$ cat config.mk
export PLATFORM = sky130hd
export DESIGN_NAME = dtg_timing_guard
export DESIGN_NICKNAME = d
export VERILOG_FILES = /design/src/dtg_down_counter.v /design/src/dtg_faw_window.v /design/src/dtg_timing_guard.v
export VERILOG_INCLUDE_DIRS = /design/src
export SDC_FILE = /design/constraint.sdc
export NUM_CORES = 1
export LEC_CHECK = 0
export BUFFER_PORTS_ARGS = -buffer_cell sky130_fd_sc_hd__buf_2
export CORE_UTILIZATION = 64
export CTS_CLUSTER_DIAMETER = 200
export DETAILED_ROUTE_END_ITERATION = 8
export PLACE_DENSITY = 0.81
export REMOVE_ABC_BUFFERS = 1
export SETUP_SLACK_MARGIN = 0.5
export SYNTH_ARGS = -nofsm -noshare
export SYNTH_HDL_FRONTEND = slang
export SYNTH_HIERARCHICAL = 1
export SYNTH_SLANG_ARGS = --single-unit
$ cat constraint.sdc
create_clock -name mclk -period 4.5 [get_ports mclk]
set_clock_uncertainty 0.05 [all_clocks]
set_input_delay 1.35 -clock mclk [delete_from_list [all_inputs] [get_ports mclk]]
set_output_delay 1.35 -clock mclk [all_outputs]
set_load 0.03 [all_outputs]
$ cat src/dtg_map.vh
// Register offsets, field positions, reset values and timing counts for the guard
`ifndef DTG_MAP_VH
`define DTG_MAP_VH

// Clock rate of mclk
`define DTG_CLK_MHZ 100

// Command type codes presented by the scheduler
`define DTG_CMD_ACT 2'h0
`define DTG_CMD_RD 2'h1
`define DTG_CMD_WR 2'h2
`define DTG_CMD_REF 2'h3

// Register byte offsets
`define DTG_OFF_ACT 8'h00
`define DTG_OFF_FAW 8'h04
`define DTG_OFF_CCD 8'h08
`define DTG_OFF_WTR 8'h0C
`define DTG_OFF_RFC 8'h10
`define DTG_OFF_REFI 8'h14
`define DTG_OFF_STAT 8'h18
`define DTG_OFF_CTRL 8'h1C

// Field positions (low bit of each field)
`define DTG_F_LO0 0
`define DTG_F_LO1 8
`define DTG_F_LO2 16
`define DTG_F_STAT_BLK 8
`define DTG_F_STAT_OWED 16

// Times as printed, in their own units
`define DTG_FAW_TIME_NS 30
`define DTG_RFC_TIME_NS 350
`define DTG_RFCX_TIME_NS 120
`define DTG_REFI_TIME_US 8

// Cycle counts: least times round up, the longest time rounds down
`define DTG_FAW_CYC ((`DTG_FAW_TIME_NS * `DTG_CLK_MHZ + 999) / 1000)
`define DTG_RFC_CYC ((`DTG_RFC_TIME_NS * `DTG_CLK_MHZ + 999) / 1000)
`define DTG_RFCX_CYC ((`DTG_RFCX_TIME_NS * `DTG_CLK_MHZ + 999) / 1000)
`define DTG_REFI_CYC (`DTG_REFI_TIME_US * `DTG_CLK_MHZ)

// Reset values of the cycle-count registers
`define DTG_RST_RRD_S 8'h04
`define DTG_RST_RRD_L 8'h06
`define DTG_RST_RRD_X 8'h04
`define DTG_RST_FAWX 8'h10
`define DTG_RST_CCD_S 8'h04
`define DTG_RST_CCD_L 8'h06
`define DTG_RST_WTR_S 8'h03
`define DTG_RST_WTR_L 8'h08
`define DTG_RST_WEND 8'h0C
`define DTG_RST_CTRL 1'h1

`endif

$ cat src/dtg_down_counter.v
// Loadable saturating down-counter that reports when its interval has run out
`timescale 1ns/100ps
module dtg_down_counter #(
  parameter W = 8
) (
  input wire mclk,
  input wire nrst,
  input wire load,
  input wire [W-1:0] value,
  output wire idle
);
  // Remaining cycles of the interval
  reg [W-1:0] cnt_q;

  // Load value minus one so that the next command lands exactly value cycles later
  always @(posedge mclk or negedge nrst) begin
    if (!nrst) begin
      cnt_q <= {W{1'b0}};
    end else if (load) begin
      cnt_q <= (value == {W{1'b0}}) ? {W{1'b0}} : value - 1'b1;
    end else if (cnt_q != {W{1'b0}}) begin
      cnt_q <= cnt_q - 1'b1;
    end
  end

  assign idle = (cnt_q == {W{1'b0}});
endmodule

$ cat src/dtg_faw_window.v
// Sliding window tracker that allows at most four activates per window
`timescale 1ns/100ps
module dtg_faw_window #(
  parameter W = 8
) (
  input wire mclk,
  input wire nrst,
  input wire act,
  input wire [W-1:0] window,
  output wire room
);
  // One slot per activate still inside the window
  reg [W-1:0] slot_q [0:3];
  // One-hot choice of the first free slot
  reg [3:0] pick;
  // Free slots
  wire [3:0] free;
  integer i;

  genvar s;
  generate
    for (s = 0; s < 4; s = s + 1) begin : g_free
      assign free[s] = (slot_q[s] == {W{1'b0}});
    end
  endgenerate

  // Lowest free slot wins
  always @* begin
    pick = 4'h0;
    if (free[0]) begin
      pick = 4'h1;
    end else if (free[1]) begin
      pick = 4'h2;
    end else if (free[2]) begin
      pick = 4'h4;
    end else if (free[3]) begin
      pick = 4'h8;
    end
  end

  // Each slot ages out one cycle at a time; a new activate claims a free slot
  always @(posedge mclk or negedge nrst) begin
    if (!nrst) begin
      for (i = 0; i < 4; i = i + 1) begin
        slot_q[i] <= {W{1'b0}};
      end
    end else begin
      for (i = 0; i < 4; i = i + 1) begin
        if (act && pick[i]) begin
          slot_q[i] <= (window == {W{1'b0}}) ? {W{1'b0}} : window - 1'b1;
        end else if (!free[i]) begin
          slot_q[i] <= slot_q[i] - 1'b1;
        end
      end
    end
  end

  // A fifth activate waits until the oldest one leaves the window
  assign room = |free;
endmodule

$ cat src/dtg_timing_guard.v
// Command spacing guard between the scheduler and a DDR4 command bus
//
// Chosen here: the register addresses and the APB interface to the registers.
`timescale 1ns/100ps
`include "dtg_map.vh"

// How it works
// - Activates to other groups wait short spacing
// - Activates to same group wait long spacing
// - Activates to other rank wait cross-rank spacing
// - At most four activates per rank window
// - At most four activates per device window
// - Column commands, other group, short spacing
// - Column commands, same group, long spacing
// - Read other group waits short write-recovery
// - Read same group waits long write-recovery
// - Refresh blocks activates to rank for cycle
// - Refresh blocks other-rank activates, cross-rank time
// - Refresh owed each interval, average kept
module dtg_timing_guard #(
  parameter RW = 1,
  parameter GW = 2
) (
  mclk, nrst,
  psel, penable, pwrite, paddr, pwdata, prdata, pready, pslverr,
  cmd_valid, cmd_type, cmd_rank, cmd_group,
  issue_valid_q, issue_type_q, issue_rank_q, issue_group_q,
  refresh_due_q
);
  localparam RANKS = 1 << RW;
  localparam GROUPS = 1 << GW;
  localparam [31:0] FAW_CYC = `DTG_FAW_CYC;
  localparam [31:0] RFC_CYC = `DTG_RFC_CYC;
  localparam [31:0] RFCX_CYC = `DTG_RFCX_CYC;
  localparam [31:0] REFI_CYC = `DTG_REFI_CYC;

  input wire mclk;
  input wire nrst;
  // APB slave
  input wire psel;
  input wire penable;
  input wire pwrite;
  input wire [7:0] paddr;
  input wire [31:0] pwdata;
  output reg [31:0] prdata;
  output reg pready;
  output reg pslverr;
  // Request from the scheduler, held until issued
  input wire cmd_valid;
  input wire [1:0] cmd_type;
  input wire [RW-1:0] cmd_rank;
  input wire [GW-1:0] cmd_group;
  // Command sent toward the memory, also the acknowledge
  output reg issue_valid_q;
  output reg [1:0] issue_type_q;
  output reg [RW-1:0] issue_rank_q;
  output reg [GW-1:0] issue_group_q;
  // Ranks with refresh owed
  output reg [RANKS-1:0] refresh_due_q;

  // Activate spacing: short, long, cross-rank
  reg [23:0] cfg_act_q;
  // Four-activate windows: per rank, per device
  reg [15:0] cfg_faw_q;
  // Column spacing: short, long
  reg [15:0] cfg_ccd_q;
  // Write-to-read: short, long, last data beat after write
  reg [23:0] cfg_wtr_q;
  // Refresh cycle times, per rank and cross-rank
  reg [11:0] cfg_rfc_q;
  reg [11:0] cfg_rfcx_q;
  // Refresh interval
  reg [15:0] cfg_refi_q;
  // Refresh bookkeeping enable
  reg cfg_en_q;

  // Skip cycle after each issue, since the acknowledge lands one cycle late
  reg hold_q;
  // Request seen but held back
  reg blocked_q;
  // Rank of the last activate and last refresh
  reg [RW-1:0] last_act_rank_q;
  reg [RW-1:0] last_ref_rank_q;
  // Refreshes owed per rank
  reg [3:0] owed_q [0:RANKS-1];
  reg [3:0] owed_d [0:RANKS-1];

  // Counter status
  wire [RANKS-1:0] rrd_s_idle;
  wire [RANKS*GROUPS-1:0] rrd_l_idle;
  wire [RANKS-1:0] rfc_idle;
  wire [RANKS-1:0] refi_idle;
  wire [RANKS-1:0] faw_room;
  wire [GROUPS-1:0] ccd_l_idle;
  wire [GROUPS-1:0] wtr_l_idle;
  wire rrd_x_idle;
  wire rfc_x_idle;
  wire faw_x_room;
  wire ccd_s_idle;
  wire wtr_s_idle;

  // Decisions
  reg cmd_ok;
  wire grant_d;
  wire act_go;
  wire col_go;
  wire wr_go;
  wire ref_go;
  wire [8:0] wtr_s_span;
  wire [8:0] wtr_l_span;
  wire apb_fire;
  reg [31:0] rdata_d;
  integer k, j;

  // Register decode shared by the read and write paths
  function reg_known;
    input [7:0] a;
    begin
      case (a)
        `DTG_OFF_ACT, `DTG_OFF_FAW, `DTG_OFF_CCD, `DTG_OFF_WTR,
        `DTG_OFF_RFC, `DTG_OFF_REFI, `DTG_OFF_STAT, `DTG_OFF_CTRL: reg_known = 1'b1;
        default: reg_known = 1'b0;
      endcase
    end
  endfunction

  // One wait state: pready rises at the end of the first access cycle and drops after the handshake
  always @(posedge mclk or negedge nrst) begin
    if (!nrst) begin
      pready <= 1'b0;
      pslverr <= 1'b0;
      prdata <= 32'h0;
    end else begin
      pready <= psel & penable & ~pready;
      pslverr <= psel & penable & ~pready & ~reg_known(paddr);
      if (psel && penable && !pready && !pwrite) begin
        prdata <= rdata_d;
      end
    end
  end

  // Transfer completes on the edge where pready is seen high
  assign apb_fire = psel & penable & pready;

  // Read mux; reserved bits and unmapped offsets read zero
  always @* begin
    rdata_d = 32'h0;
    case (paddr)
      `DTG_OFF_ACT: rdata_d = {8'h0, cfg_act_q};
      `DTG_OFF_FAW: rdata_d = {16'h0, cfg_faw_q};
      `DTG_OFF_CCD: rdata_d = {16'h0, cfg_ccd_q};
      `DTG_OFF_WTR: rdata_d = {8'h0, cfg_wtr_q};
      `DTG_OFF_RFC: rdata_d = {4'h0, cfg_rfcx_q, 4'h0, cfg_rfc_q};
      `DTG_OFF_REFI: rdata_d = {16'h0, cfg_refi_q};
      `DTG_OFF_STAT: begin
        rdata_d[RANKS-1:0] = refresh_due_q;
        rdata_d[`DTG_F_STAT_BLK] = blocked_q;
        rdata_d[`DTG_F_STAT_OWED+3:`DTG_F_STAT_OWED] = owed_q[0];
      end
      `DTG_OFF_CTRL: rdata_d = {31'h0, cfg_en_q};
      default: rdata_d = 32'h0;
    endcase
  end

  // Configuration writes; a slip in offset is answered with pslverr and ignored
  always @(posedge mclk or negedge nrst) begin
    if (!nrst) begin
      cfg_act_q <= {`DTG_RST_RRD_X, `DTG_RST_RRD_L, `DTG_RST_RRD_S};
      cfg_faw_q <= {`DTG_RST_FAWX, FAW_CYC[7:0]};
      cfg_ccd_q <= {`DTG_RST_CCD_L, `DTG_RST_CCD_S};
      cfg_wtr_q <= {`DTG_RST_WEND, `DTG_RST_WTR_L, `DTG_RST_WTR_S};
      cfg_rfc_q <= RFC_CYC[11:0];
      cfg_rfcx_q <= RFCX_CYC[11:0];
      cfg_refi_q <= REFI_CYC[15:0];
      cfg_en_q <= `DTG_RST_CTRL;
    end else if (apb_fire && pwrite) begin
      case (paddr)
        `DTG_OFF_ACT: cfg_act_q <= pwdata[23:0];
        `DTG_OFF_FAW: cfg_faw_q <= pwdata[15:0];
        `DTG_OFF_CCD: cfg_ccd_q <= pwdata[15:0];
        `DTG_OFF_WTR: cfg_wtr_q <= pwdata[23:0];
        `DTG_OFF_RFC: begin
          cfg_rfc_q <= pwdata[11:0];
          cfg_rfcx_q <= pwdata[27:16];
        end
        `DTG_OFF_REFI: cfg_refi_q <= pwdata[15:0];
        `DTG_OFF_CTRL: cfg_en_q <= pwdata[0];
        default: cfg_en_q <= cfg_en_q;
      endcase
    end
  end

  // Per-rank trackers, then per-group column trackers
  genvar r, g;
  generate
    for (r = 0; r < RANKS; r = r + 1) begin : g_rank
      // Any activate in this rank opens the short spacing
      dtg_down_counter #(.W(8)) u_rrd_s (
        .mclk(mclk),
        .nrst(nrst),
        .load(act_go && cmd_rank == r),
        .value(cfg_act_q[`DTG_F_LO0+7:`DTG_F_LO0]),
        .idle(rrd_s_idle[r])
      );
      // Refresh busy time of this rank
      dtg_down_counter #(.W(12)) u_rfc (
        .mclk(mclk),
        .nrst(nrst),
        .load(ref_go && cmd_rank == r),
        .value(cfg_rfc_q),
        .idle(rfc_idle[r])
      );
      // Free-running refresh interval tick
      dtg_down_counter #(.W(16)) u_refi (
        .mclk(mclk),
        .nrst(nrst),
        .load(refi_idle[r]),
        .value(cfg_refi_q),
        .idle(refi_idle[r])
      );
      // Four-activate window of this rank
      dtg_faw_window #(.W(8)) u_faw (
        .mclk(mclk),
        .nrst(nrst),
        .act(act_go && cmd_rank == r),
        .window(cfg_faw_q[`DTG_F_LO0+7:`DTG_F_LO0]),
        .room(faw_room[r])
      );
      for (g = 0; g < GROUPS; g = g + 1) begin : g_grp
        // Same-group activate spacing within the rank
        dtg_down_counter #(.W(8)) u_rrd_l (
          .mclk(mclk),
          .nrst(nrst),
          .load(act_go && cmd_rank == r && cmd_group == g),
          .value(cfg_act_q[`DTG_F_LO1+7:`DTG_F_LO1]),
          .idle(rrd_l_idle[r*GROUPS+g])
        );
      end
    end
    for (g = 0; g < GROUPS; g = g + 1) begin : g_col
      // Same-group column spacing
      dtg_down_counter #(.W(8)) u_ccd_l (
        .mclk(mclk),
        .nrst(nrst),
        .load(col_go && cmd_group == g),
        .value(cfg_ccd_q[`DTG_F_LO1+7:`DTG_F_LO1]),
        .idle(ccd_l_idle[g])
      );
      // Same-group write recovery, counted past the last data beat
      dtg_down_counter #(.W(9)) u_wtr_l (
        .mclk(mclk),
        .nrst(nrst),
        .load(wr_go && cmd_group == g),
        .value(wtr_l_span),
        .idle(wtr_l_idle[g])
      );
    end
  endgenerate

  // Device-wide trackers
  dtg_down_counter #(.W(8)) u_rrd_x (
    .mclk(mclk),
    .nrst(nrst),
    .load(act_go),
    .value(cfg_act_q[`DTG_F_LO2+7:`DTG_F_LO2]),
    .idle(rrd_x_idle)
  );
  dtg_down_counter #(.W(12)) u_rfc_x (
    .mclk(mclk),
    .nrst(nrst),
    .load(ref_go),
    .value(cfg_rfcx_q),
    .idle(rfc_x_idle)
  );
  dtg_faw_window #(.W(8)) u_faw_x (
    .mclk(mclk),
    .nrst(nrst),
    .act(act_go),
    .window(cfg_faw_q[`DTG_F_LO1+7:`DTG_F_LO1]),
    .room(faw_x_room)
  );
  dtg_down_counter #(.W(8)) u_ccd_s (
    .mclk(mclk),
    .nrst(nrst),
    .load(col_go),
    .value(cfg_ccd_q[`DTG_F_LO0+7:`DTG_F_LO0]),
    .idle(ccd_s_idle)
  );
  dtg_down_counter #(.W(9)) u_wtr_s (
    .mclk(mclk),
    .nrst(nrst),
    .load(wr_go),
    .value(wtr_s_span),
    .idle(wtr_s_idle)
  );

  // Write recovery starts at the edge after the last beat, so add the beat offset
  assign wtr_s_span = {1'b0, cfg_wtr_q[`DTG_F_LO2+7:`DTG_F_LO2]} +
                      {1'b0, cfg_wtr_q[`DTG_F_LO0+7:`DTG_F_LO0]};
  assign wtr_l_span = {1'b0, cfg_wtr_q[`DTG_F_LO2+7:`DTG_F_LO2]} +
                      {1'b0, cfg_wtr_q[`DTG_F_LO1+7:`DTG_F_LO1]};

  // Permission check for the waiting request
  always @* begin
    cmd_ok = 1'b0;
    case (cmd_type)
      `DTG_CMD_ACT: begin
        cmd_ok = rrd_s_idle[cmd_rank] & rrd_l_idle[{cmd_rank, cmd_group}] &
                 (rrd_x_idle | last_act_rank_q == cmd_rank) &
                 faw_room[cmd_rank] & faw_x_room &
                 rfc_idle[cmd_rank] &
                 (rfc_x_idle | last_ref_rank_q == cmd_rank);
      end
      `DTG_CMD_RD: begin
        cmd_ok = ccd_s_idle & ccd_l_idle[cmd_group] &
                 wtr_s_idle & wtr_l_idle[cmd_group];
      end
      `DTG_CMD_WR: begin
        cmd_ok = ccd_s_idle & ccd_l_idle[cmd_group];
      end
      `DTG_CMD_REF: begin
        // Back-to-back refreshes to a rank also respect its busy time
        cmd_ok = rfc_idle[cmd_rank];
      end
      default: cmd_ok = 1'b0;
    endcase
  end

  // Stall the scheduler until every counter in play has expired
  assign grant_d = cmd_valid & ~hold_q & cmd_ok;
  assign act_go = grant_d & (cmd_type == `DTG_CMD_ACT);
  assign wr_go = grant_d & (cmd_type == `DTG_CMD_WR);
  assign col_go = grant_d & (cmd_type == `DTG_CMD_RD || cmd_type == `DTG_CMD_WR);
  assign ref_go = grant_d & (cmd_type == `DTG_CMD_REF);

  // Issue register; it doubles as the acknowledge to the scheduler
  always @(posedge mclk or negedge nrst) begin
    if (!nrst) begin
      issue_valid_q <= 1'b0;
      issue_type_q <= `DTG_CMD_ACT;
      issue_rank_q <= {RW{1'b0}};
      issue_group_q <= {GW{1'b0}};
      hold_q <= 1'b0;
      blocked_q <= 1'b0;
      last_act_rank_q <= {RW{1'b0}};
      last_ref_rank_q <= {RW{1'b0}};
    end else begin
      issue_valid_q <= grant_d;
      hold_q <= grant_d;
      blocked_q <= cmd_valid & ~hold_q & ~cmd_ok;
      if (grant_d) begin
        issue_type_q <= cmd_type;
        issue_rank_q <= cmd_rank;
        issue_group_q <= cmd_group;
      end
      if (act_go) begin
        last_act_rank_q <= cmd_rank;
      end
      if (ref_go) begin
        last_ref_rank_q <= cmd_rank;
      end
    end
  end

  // Owed refreshes: each interval tick adds one, each refresh pays one
  always @* begin
    for (k = 0; k < RANKS; k = k + 1) begin
      owed_d[k] = owed_q[k];
      // Tick and payment in the same cycle cancel, so neither is lost
      if (cfg_en_q && refi_idle[k] && owed_q[k] != 4'hF) begin
        owed_d[k] = owed_d[k] + 4'h1;
      end
      if (ref_go && cmd_rank == k && owed_d[k] != 4'h0) begin
        owed_d[k] = owed_d[k] - 4'h1;
      end
    end
  end

  // Refresh-due flags let the scheduler keep the average interval
  always @(posedge mclk or negedge nrst) begin
    if (!nrst) begin
      for (j = 0; j < RANKS; j = j + 1) begin
        owed_q[j] <= 4'h0;
      end
      refresh_due_q <= {RANKS{1'b0}};
    end else begin
      for (j = 0; j < RANKS; j = j + 1) begin
        owed_q[j] <= owed_d[j];
        refresh_due_q[j] <= (owed_d[j] != 4'h0);
      end
    end
  end
endmodule

; Yosys cells after proc, flatten, opt, wreduce, memory -nomap -nowiden
; Memory sizes are Yosys's and may differ from the RTL's.
; Cells that the tools add are included.
; W data, S select, Z words.
[totals]
ff_bits = 511
mem_bits_ro = 32
inputBits = 51
output_inout_bits = 42
elab_cells = 464
mem_count = 1
[memory_table]
columns = memory, depth, word_bits, rd, rd_clocked_by_memory_dff, wr, line
row1 = (no name shown), 32, 1, 1, 0, 0, dtg_timing_guard.v:119  ; case (a)
[op_classes]
addsub = 56
magnitude_cmp = 3
n_eq_ne = 29
muxes = 124
n_bitwise = 27
reduce_logical = 165
[op_table]
columns = operator, n
row1 = $mux W8, 63
row2 = $logic_not A8 Y1, 36
row3 = $sub A8 B1 Y8 const B, 35
row4 = $reduce_bool A8 Y1, 16
row5 = $mux W9, 12
row6 = $mux W12, 8
row7 = $mux W16, 5
row8 = $mux W4, 16
row9 = $logic_not A9 Y1, 7
row10 = $sub A9 B1 Y9 const B, 7
row11 = $logic_not A12 Y1, 5
row12 = $sub A12 B1 Y12 const B, 5
row13 = $reduce_bool A2 Y1, 26
row14 = $logic_not A16 Y1, 3
row15 = $sub A16 B1 Y16 const B, 3
row16 = $reduce_bool A9 Y1, 5
row17 = $logic_and A1 B1 Y1, 42
row18 = $pmux W7 S6, 1
row19 = $pmux W6 S6, 1
row20 = $reduce_bool A12 Y1, 3
row21 = $eq A8 B5 Y1 const B, 4
row22 = $reduce_bool A16 Y1, 2
row23 = $ne A2 B2 Y1 const B, 12
row24 = $pmux W8 S3, 1
row25 = 29 further kinds, 86

; Longest topological paths before layout
; Gate-level depths: netlist of run 1.
[logic_depth]
word_depth = 16
ltp_mapped = 18
mapped_depth_nobuf = 16

; By module
; Netlist of run 1, hierarchy kept.
[by_module_without_submodules]
columns = mod, instances, cells_each, area_per_inst_um2, seq_area_each_um2
row1 = dtg_down_counter (g_col[0].u_ccd_l ...), 16, 66, 631.9, 200.2
row2 = dtg_timing_guard, 1, 731, 8655.8, 4284.1
row3 = dtg_faw_window, 3, 232, 2135.8, 800.8
row4 = dtg_down_counter (g_col[0].u_wtr_l ...), 5, 75, 689.4, 225.2
row5 = dtg_down_counter (g_rank[0].u_rfc ...), 3, 108, 959.7, 300.3
row6 = dtg_down_counter (g_rank[0].u_refi ...), 2, 133, 1213.7, 400.4

; Least setup slack after synthesis of run 1
; No wires, ideal clock.
[synth_path]
path_type = input to register
from = input cmd_type[0]
to = register g_rank[0].u_faw/slot_q[0] (netlist name)
setup_ps = 126
arrival_time_ps = 3951
required_time_ps = 4324
slack_ps = 373
cell_stages = 14
path_buffers = 1
cell_sequence = inv_1 ha_1 nand4_1 a2111oi_1 o21ai_2 a21oi_4 nand2_1 or2_2 inv_1 buf_2 inv_1 a21oi_2 nand2_1 o311a_1
[synth_via]
elab_chain_cells = 7
elab_cells_between_ends = 11
cone_classes = eq/ne (4) / mux (2) / bitwise (2) / reduce/logical (3)
[synth_lines]
columns = element, line
row1 = from (decl), dtg_timing_guard.v:50  ; input wire [1:0] cmd_type;
row2 = "$eq A2 B2 Y1, or another cell as far along", dtg_timing_guard.v:306  ; case (cmd_type)
row3 = $pmux W1 S4, dtg_timing_guard.v:306
row4 = $and A1 B1 Y1, dtg_timing_guard.v:330  ; assign grant_d = cmd_valid & ~hold_q & cmd_ok;
row5 = $and A1 B1 Y1 (*), dtg_timing_guard.v:331  ; assign act_go = grant_d & (cmd_type == `DTG_CMD_ACT);
row6 = $logic_and A1 B1 Y1 (*), dtg_timing_guard.v:225  ; .act(act_go && cmd_rank == r),
row7 = $logic_and A1 B1 Y1 (*), dtg_faw_window.v:49  ; if (act && pick[i]) begin
row8 = $ne A2 B2 Y1 (no source line) / $mux W8 (equally long branches), n/a
row9 = "to (signal, indexed assignment)", dtg_faw_window.v:45  ; slot_q[i] <= {W{1'b0}};
row10 = "to (signal, indexed assignment)", dtg_faw_window.v:50  ; slot_q[i] <= (window == {W{1'b0}}) ? {W{1'b0}} : window - 1'b1;
row11 = "to (signal, indexed assignment)", dtg_faw_window.v:52  ; slot_q[i] <= slot_q[i] - 1'b1;
row12 = to (decl), dtg_faw_window.v:13  ; reg [W-1:0] slot_q [0:3];
; Every way passes the cells marked *; elsewhere a longest branch is shown, timed or not.
; A chain may end at the register's enable or synchronous reset.

; Final worst setup path of run 1
[layout_path]
from = register u_wtr_s.cnt_q[1]
to = register u_ccd_s.cnt_q[4]
[layout_via]
elab_chain_cells = 7
elab_cells_between_ends = 8
cone_classes = mux (2) / bitwise (4) / reduce/logical (2)
[layout_lines]
columns = element, line
row1 = from (decl), dtg_down_counter.v:13  ; reg [W-1:0] cnt_q;
row2 = from (signal assigned), dtg_down_counter.v:18  ; cnt_q <= {W{1'b0}};
row3 = from (signal assigned), dtg_down_counter.v:20  ; cnt_q <= (value == {W{1'b0}}) ? {W{1'b0}} : value - 1'b1;
row4 = from (signal assigned), dtg_down_counter.v:22  ; cnt_q <= cnt_q - 1'b1;
row5 = $logic_not A9 Y1 (*), dtg_down_counter.v:26  ; assign idle = (cnt_q == {W{1'b0}});
row6 = net wtr_s_idle, dtg_timing_guard.v:100  ; wire wtr_s_idle;
row7 = $and A1 B1 Y1 (*), dtg_timing_guard.v:315  ; cmd_ok = ccd_s_idle & ccd_l_idle[cmd_group] &
row8 = $and A1 B1 Y1 (*), dtg_timing_guard.v:316  ; wtr_s_idle & wtr_l_idle[cmd_group];
row9 = $pmux W1 S4 (*), dtg_timing_guard.v:306
row10 = $and A1 B1 Y1 (*), dtg_timing_guard.v:330
row11 = $and A1 B1 Y1 (*), dtg_timing_guard.v:333  ; assign col_go = grant_d & (cmd_type == `DTG_CMD_RD || cmd_type == `DTG_CMD_WR);
row12 = net col_go, dtg_timing_guard.v:106  ; wire col_go;
row13 = $mux W8 / $reduce_bool A2 Y1 (equally long branches), n/a
row14 = to (signal assigned), dtg_down_counter.v:18
row15 = to (signal assigned), dtg_down_counter.v:20
row16 = to (signal assigned), dtg_down_counter.v:22
row17 = to (decl), dtg_down_counter.v:13
; The timed path passes the listed nets; every way through them passes the cells marked *.

==> results.ini, run 1 <==
[grt]
grt_antenna_before_repair = 3
pin_count_of_the_biggest_net_entering_global_routing = 96
overflow = 0
first_global_vias = 28240
grt_first_pass_wirelength_mm = 146.0
gr-usage-all-layers_pct = 33.33

[clock_tree]
cts_buffers = 56
tritoncts = built
clock_path_buffers = 3
cts.root.buffer_cell = sky130_fd_sc_hd__clkbuf_16
h-tree-depth = 2
clkLatencyLatePin_ns = 0.64
cts.sinks = 507
cts.clk_slew.worst_paths_ns = 0.07

[drt]
drtPass1Iterations = 6
met3_wirelength_mm = 6.261
avgViaCountPerCell = 6.636
postRouteWirelength_mm = 91.14
route.vias.total = 28710
met2_length_mm = 43.54
routed_wire_length_per_instance_um = 21.07
wl_met1_mm = 38.14
drt_iter0_drc = 2723
top_layer_used = met5
ant_nets = 0
route.detailed.drc = 0

[setup_path]
cp_data_arrival_time_ns = 4.37
worstSetupPathType = flip-flop to flip-flop
reg2reg_slack_ns = 0.65
rr_startpoint = u_wtr_s/cnt_q[1]
worst_r2r_path_depth = 15
worstReg2RegEnd = u_ccd_s/cnt_q[4]
critPathCaptureType = flip-flop
critPathRequiredTime_ns = 5.01
cp_max_fo = 12
startpoint_type = flip-flop

[synth]
synthArstFlopShare_pct = 100.0
fraction_of_the_mapped_netlist_area_in_adder_cells_pct = 4.949
postSynthCellCount = 3448
average_cell_area_after_synthesis_um2 = 9.839
post_synth_and_or_nand_nor_area_fraction_pct = 20.15
yosys.area_share.xor_xnor_pct = 8.235
post_synth_instance_area_um2 = 33930
ys_seq_area_share_pct = 37.48
dominant_combinational_cell_family_by_area_after_synthesis = simple AND/OR/NAND/NOR gates
synth_enable_flop_cells = 0
yosysWarningCount = 6
muxShareOfSynthArea_pct = 8.390
ys.flop_type = sky130_fd_sc_hd__dfrtp_1
ys_seq_elements = 507
synth_compound_area_share_pct = 16.89
synth_cell_type_count = 97

[layout]
layout_commonest_cell = sky130_fd_sc_hd__dfrtp_1
fillers = 3714
register_area_um2 = 12720
area.growth.synth_to_final_pct = 11.11
drive_above_1_share_pct = 15.81
multi_input_comb_area_um2 = 20070
instances_no_fill = 4326
final_net_count = 3773
final_cell_mix = sky130_fd_sc_hd__dfrtp_1 (482), sky130_fd_sc_hd__nor2_1 (256), sky130_fd_sc_hd__xnor2_1 (252)
finalCoreUtilization_pct = 71.87

[run]
max_cap_violations = 0

[pwr]
switching_share_pct = 24.55
p_int_w = 0.008047
power.share.combinational_pct = 7.9
worst_ir_drop_vdd_mv = 0.3263
seq_power_share_pct = 45.8
power_per_unit_of_standard_cell_area_nw_per_um2 = 283.0
clock_power_share_pct = 46.3
p_sw_w = 0.002619
leakagePower_nw = 16.03

[worst_hold_path]
hold_crit_endpoint = prdata[24]
hold_depth = 2
hp-class = flip-flop to flip-flop
hold_path.startpoint = prdata[24]

[sta]
timing_max_transition_violations_final = 0
hold_slack_ns = 0.4375
setup_violations = 0
tns_ns = 0
max_clock_freq_mhz = 259.5
crit_path_setup_slack_layout_ns = 0.6461
rsz_0062_raised_after_global_routing = no
tightest_slew_ns = 1.112
finalCriticalPeriod_ns = 3.854
max_slew_margin_pct = 25.88
timing_hold_violations_final = 0
post-route-period-util_pct = 85.64

[floorplanning]
floorplan.initialDensity_pct = 64.69
fp-row-count = 84
die_area_um2 = 53940
die_width_um = 232.2
design.core.area_um2 = 52450
die_h_um = 232.2
design.portCount = 93

[place]
place.port_buffers = 84
placed_cells_incl_taps = 4216
pre_cts_ws_ns = -0.07082
dp_hpwl_mm = 64.41
routability_congestion_estimate = 0.9472

[outcome]
status = finished clean

[cells in the mapped netlist, types with 49 or more instances]
cell type | n | area (um2)
sky130_fd_sc_hd__a21oi_1 | 140 | 700.7
sky130_fd_sc_hd__nand3_1 | 51 | 255.2
sky130_fd_sc_hd__o22ai_1 | 109 | 681.9
sky130_fd_sc_hd__nor3_1 | 118 | 590.6
sky130_fd_sc_hd__nor2_1 | 256 | 960.9
sky130_fd_sc_hd__mux2_1 | 100 | 1126
sky130_fd_sc_hd__nand2_1 | 167 | 626.9
sky130_fd_sc_hd__nor3b_1 | 87 | 653.1
sky130_fd_sc_hd__xnor2_1 | 254 | 2225
sky130_fd_sc_hd__ha_1 | 131 | 1639
sky130_fd_sc_hd__nand2b_1 | 56 | 350.3
sky130_fd_sc_hd__or3_1 | 49 | 306.5
sky130_fd_sc_hd__o21ai_0 | 106 | 530.5
sky130_fd_sc_hd__mux2_2 | 56 | 630.6
sky130_fd_sc_hd__xor2_1 | 65 | 569.3
sky130_fd_sc_hd__clkbuf_1 | 52 | 195.2
sky130_fd_sc_hd__o21a_1 | 56 | 420.4
sky130_fd_sc_hd__dfrtp_1 | 483 | 12090
sky130_fd_sc_hd__mux2i_1 | 89 | 890.9
sky130_fd_sc_hd__nor4_1 | 56 | 350.3
sky130_fd_sc_hd__inv_1 | 209 | 784.5
[per-stage QoR]
stage | cell area, um2 | power [W]
finish | 37690 | 0.01067
global placement | 35540 | 0.005732
floorplan | 33480 | 0.005441
global route | 37690 | 0.01102
CTS | 37580 | 0.01071
detailed placement | 35540 | 0.005780
[timing repair]
item                                    CTS  global route
pin swaps                                 0             3
setup buffers                             2             1
endpoints found under the setup margin   97           177
gates resized for setup                  12            22
hold buffers                              0             0
[kinds of logic after synthesis]
group | Yosys count
compound gates | 769
xor+xnor | 319
fa+ha+maj | 133
buf+inv | 323
flops | 507
mux | 255
other cells | 1
simple gates | 1141
[how the worst max path moves through the flow]
stage | start | end | cells after the start
final | u_wtr_s/cnt_q[1] | u_ccd_s/cnt_q[4] | 15
after global routing | u_wtr_s/cnt_q[1] | g_rank[0].u_faw/slot_q[17] | 17
after CTS | g_col[0].u_wtr_l/cnt_q[0] | g_rank[0].u_faw/slot_q[8] | 16
after detailed placement | cmd_type[0] | g_rank[0].u_rfc/cnt_q[1] | 12
after global placement | cmd_type[0] | g_rank[0].u_rfc/cnt_q[1] | 12
after floorplan | cmd_type[0] | g_rank[0].g_grp[0].u_rrd_l/cnt_q[4] | 12
[state kept, by name, summed over array words and instances, names as in the netlist, 28 cells and up]
signal                      cells
g_rank.u_faw/slot_q            64
g_col.u_wtr_l/cnt_q            36
u_faw_x/slot_q                 32
prdata                         28
g_col.u_ccd_l/cnt_q            32
g_rank.u_refi/cnt_q            32
g_rank.g_grp.u_rrd_l/cnt_q     64
[area by class of cell]
class	instances	share of cell area [%]
clock buffers	85	4.352
clock inverters	20	0.8763
multi-input cells	2621	53.23
diodes	2	0.01328
well taps	688	2.284
inverters	230	2.290
flip-flops and latches	507	33.74
repair buffers	173	3.210
[power groups by stage]
stage | Clock (W) | Sequential, W | Combinational [W]
after global placement | 0 | 0.00494 | 0.000789
after global routing | 0.00519 | 0.00490 | 0.000930
after detailed placement | 0 | 0.00496 | 0.000824
after floorplan | 0 | 0.00494 | 0.000502
final | 0.00494 | 0.00488 | 0.000840
after CTS | 0.00500 | 0.00488 | 0.000838
[worst max-delay path, cell delays in order (launching register included)]
cell	delay (ns)
sky130_fd_sc_hd__dfrtp_1	0.41
sky130_fd_sc_hd__inv_1	0.09
sky130_fd_sc_hd__ha_1	0.20
sky130_fd_sc_hd__or4b_4	0.51
sky130_fd_sc_hd__nand2b_4	0.19
sky130_fd_sc_hd__inv_2	0.14
sky130_fd_sc_hd__nand3_1	0.11
sky130_fd_sc_hd__o221ai_2	0.28
sky130_fd_sc_hd__a41oi_2	0.19
sky130_fd_sc_hd__a21oi_4	0.21
sky130_fd_sc_hd__buf_4	0.22
sky130_fd_sc_hd__nand2_1	0.23
sky130_fd_sc_hd__inv_1	0.42
sky130_fd_sc_hd__o41ai_4	0.22
sky130_fd_sc_hd__o22ai_1	0.17
sky130_fd_sc_hd__o21a_1	0.14
[routing by layer]
metal  global-route usage, %  up-vias
li1                        -    13040
met1                   44.34    14280
met2                   54.86     1146
met3                   4.666      236
met4                   13.10        2
met5                       0        -
(Power assumes the default switching activity.)
==> inputs of run 2 (changes only) <==
--- a/config.mk
+++ b/config.mk
@@ -6,10 +6,10 @@
 export SDC_FILE = /design/constraint.sdc
 export NUM_CORES = 1
 export LEC_CHECK = 0
-export BUFFER_PORTS_ARGS = -buffer_cell sky130_fd_sc_hd__buf_2
-export CORE_UTILIZATION = 64
+export CORE_UTILIZATION = 65
 export CTS_CLUSTER_DIAMETER = 200
 export DETAILED_ROUTE_END_ITERATION = 8
+export DONT_BUFFER_PORTS = 1
 export PLACE_DENSITY = 0.81
 export REMOVE_ABC_BUFFERS = 1
 export SETUP_SLACK_MARGIN = 0.5
==> run 2 against run 1 <==
Against the previous run:
- the run now ends with slew limit left
- register-to-register slack got worse by 0.03 ns
- clock-buffer cell count decreased by 2
- die area decreased by 1.5%
- clock power decreased by 2%
- wire length decreased by 1.7%
- sequential power about the same
- hold slack got worse by 0.040 ns
- cell count decreased by 2.3%
- sequential share of layout area increased by 0.52 points
- critical path depth decreased by 1
- critical path type unchanged
- largest cell class unchanged
==> results.ini, run 2 (synthesis results as in run 1) <==
[setup_path]
rr_startpoint = g_rank[1].u_faw/slot_q[4]
reg2reg_slack_ns = 0.62
cp_data_arrival_time_ns = 4.39
worst_r2r_path_depth = 14
critical_path.top_delay_family = simple AND/OR/NAND/NOR gates
cpMaxStageDelayCell = sky130_fd_sc_hd__nor4_2
critPathRequiredTime_ns = 5.00
critical_path.max_stage_delay_ns = 0.57
worstPathBufferInverterCount = 3
worstReg2RegEnd = u_faw_x/slot_q[14]
worstSetupPathType = flip-flop to flip-flop
critPathCaptureType = flip-flop
cp_max_fo = 12
path_cells = nor4_2 > nand2_2 > nand3_1 > nand2_1 > nor4_2 > o21ai_2 > a21oi_4 > nand2_1 > buf_4 > inv_1 > inv_1 > a221oi_1 > o21ai_0 > a21oi_1
startpoint_type = flip-flop

[floorplanning]
design.portCount = 93
die_width_um = 230.5
fp-row-count = 83
floorplan.initialDensity_pct = 66.00
die_h_um = 230.5
die_area_um2 = 53110
design.core.area_um2 = 51410

[place]
place.port_buffers = 0
dp_hpwl_mm = 61.64
routability_congestion_estimate = 0.9407
placed_cells_incl_taps = 4107

[sta]
tns_ns = 0
finalCriticalPeriod_ns = 3.885
max_clock_freq_mhz = 257.4
timing_hold_violations_final = 0
setup_violations = 0
post-route-period-util_pct = 86.33
tightest_slew_ns = 2.661
rsz_0062_raised_after_global_routing = yes
timing_max_transition_violations_final = 394
max_slew_margin_pct = -77.37

[pwr]
power_per_unit_of_standard_cell_area_nw_per_um2 = 279.3
clock_power_share_pct = 46.7
power.total_w = 0.01037
switching_share_pct = 23.63
power.share.combinational_pct = 6.0
p_sw_w = 0.002450
leakagePower_nw = 15.55
seq_power_share_pct = 47.4
p_int_w = 0.007918
worst_ir_drop_vdd_mv = 0.2798

[layout]
final_net_count = 3680
area.growth.synth_to_final_pct = 9.427
layout_commonest_cell = sky130_fd_sc_hd__dfrtp_1
instances_no_fill = 4225
fillers = 3583
reg_top3 = g_rank.g_grp.u_rrd_l/cnt_q x64, g_rank.u_faw/slot_q x64, g_col.u_wtr_l/cnt_q x36
final_cell_mix = sky130_fd_sc_hd__dfrtp_1 (482), sky130_fd_sc_hd__nor2_1 (255), sky130_fd_sc_hd__xnor2_1 (253)
drive_above_1_share_pct = 14.19

[clock_tree]
cts_buffers = 56
tritoncts = built
clkLatencyLatePin_ns = 0.63
clock_path_buffers = 3
h-tree-depth = 2
cts.clk_slew.worst_paths_ns = 0.06
cts.sinks = 507
cts.root.buffer_cell = sky130_fd_sc_hd__clkbuf_16

[grt]
grt_first_pass_wirelength_mm = 144.3
first_global_vias = 27760
overflow = 0
grt_antenna_before_repair = 1
pin_count_of_the_biggest_net_entering_global_routing = 508
gr-usage-all-layers_pct = 33.32

[run]
max_cap_violations = 0

[outcome]
status = finished, violations left
failed_checks = slew limit

[drt]
route.detailed.drc = 0
avgViaCountPerCell = 6.635
postRouteWirelength_mm = 89.61
routed_wire_length_per_instance_um = 21.21
route.vias.total = 28030
drt_iter0_drc = 2468
drtPass1Iterations = 6
ant_nets = 0

[worst_hold_path]
hp-class = input port to async pin

## run 2: cell count changes in the layout (fill, tap and decap cells not counted), sizes merged
cell	before	now
buf	173	80
clkinv	26	32
inv	216	213
bufinv	8	6
clkbuf	85	83
clkinvlp	0	2
diode	2	1
## run 2: final cells by class
| cell class | instances | area [um2] | share of cell area [%] |
|---|---|---|---|
| clock buffers | 83 | 1655 | 4.459 |
| inverters | 230 | 870.8 | 2.346 |
| flip-flops and latches | 507 | 12720 | 34.26 |
| diodes | 1 | 2.502 | 0.006741 |
| multi-input cells | 2621 | 20130 | 54.21 |
| well taps | 680 | 850.8 | 2.292 |
| clock inverters | 23 | 280.3 | 0.7549 |
| repair buffers | 80 | 620.6 | 1.672 |
## run 2: timing repair
action                                  CTS  global route
pin swaps                                 2             4
hold buffers                              0             0
resized for setup                        18            36
endpoints found under the setup margin  120           196
hold endpoints to repair                  0             0
setup buffers                             3             8
## run 2: worst reg2reg max path, cell delays in order, from the launching register on
cell and delay (ns):
sky130_fd_sc_hd__dfrtp_1 0.41, sky130_fd_sc_hd__nor4_2 0.57, sky130_fd_sc_hd__nand2_2 0.30, sky130_fd_sc_hd__nand3_1 0.19, sky130_fd_sc_hd__nand2_1 0.16, sky130_fd_sc_hd__nor4_2 0.31, sky130_fd_sc_hd__o21ai_2 0.15, sky130_fd_sc_hd__a21oi_4 0.22
sky130_fd_sc_hd__nand2_1 0.11, sky130_fd_sc_hd__buf_4 0.17, sky130_fd_sc_hd__inv_1 0.07, sky130_fd_sc_hd__inv_1 0.07, sky130_fd_sc_hd__a221oi_1 0.53, sky130_fd_sc_hd__o21ai_0 0.28, sky130_fd_sc_hd__a21oi_1 0.20
## run 2: how the worst max path moves through the flow
stage	end	from	cells after the start	slack, ns
after floorplan	g_rank[0].g_grp[0].u_rrd_l/cnt_q[4]	cmd_type[0]	12	0.02
after global placement	g_rank[1].g_grp[0].u_rrd_l/cnt_q[4]	cmd_type[0]	13	0.26
after detailed placement	g_rank[1].g_grp[0].u_rrd_l/cnt_q[4]	cmd_type[1]	13	0.13
after CTS	g_rank[0].u_faw/slot_q[17]	g_col[3].u_wtr_l/cnt_q[0]	17	0.51
after global routing	g_rank[0].u_faw/slot_q[17]	g_rank[0].u_rfc/cnt_q[0]	18	0.46
final	u_faw_x/slot_q[14]	g_rank[1].u_faw/slot_q[4]	14	0.62
## run 2: power groups by stage
stage | combinational (W) | sequential, W | clock (W)
after floorplan | 0.000502 | 0.00494 | 0
after global placement | 0.000573 | 0.00497 | 0
after detailed placement | 0.000603 | 0.00498 | 0
after CTS | 0.000613 | 0.00490 | 0.00490
after global routing | 0.000684 | 0.00492 | 0.00508
final | 0.000618 | 0.00491 | 0.00484
## run 2: layer usage
metal	GRT usage [%]	routed length (um)	part of all wire (%)	vias up
met5	0	0	0	-
met4	14.38	3245	3.6	0
met3	5.966	6276	7.0	208
met2	54.73	42780	48	1014
met1	43.24	37310	42	13940
li1	-	-	-	12870
## run 2: stage by stage
stage | util, % | setup slack [ns] | instance area, um2 | hold WS (ns)
floorplan | - | 0.02331 | 33480 | 0.4172
global placement | 67.83 | 0.2575 | 34870 | 0.4340
detailed placement | 67.83 | 0.1329 | 34870 | 0.4477
CTS | 71.78 | 0.5104 | 36900 | 0.3743
global route | 72.21 | 0.4635 | 37120 | 0.3845
finish | 72.22 | 0.6150 | 37120 | 0.3972
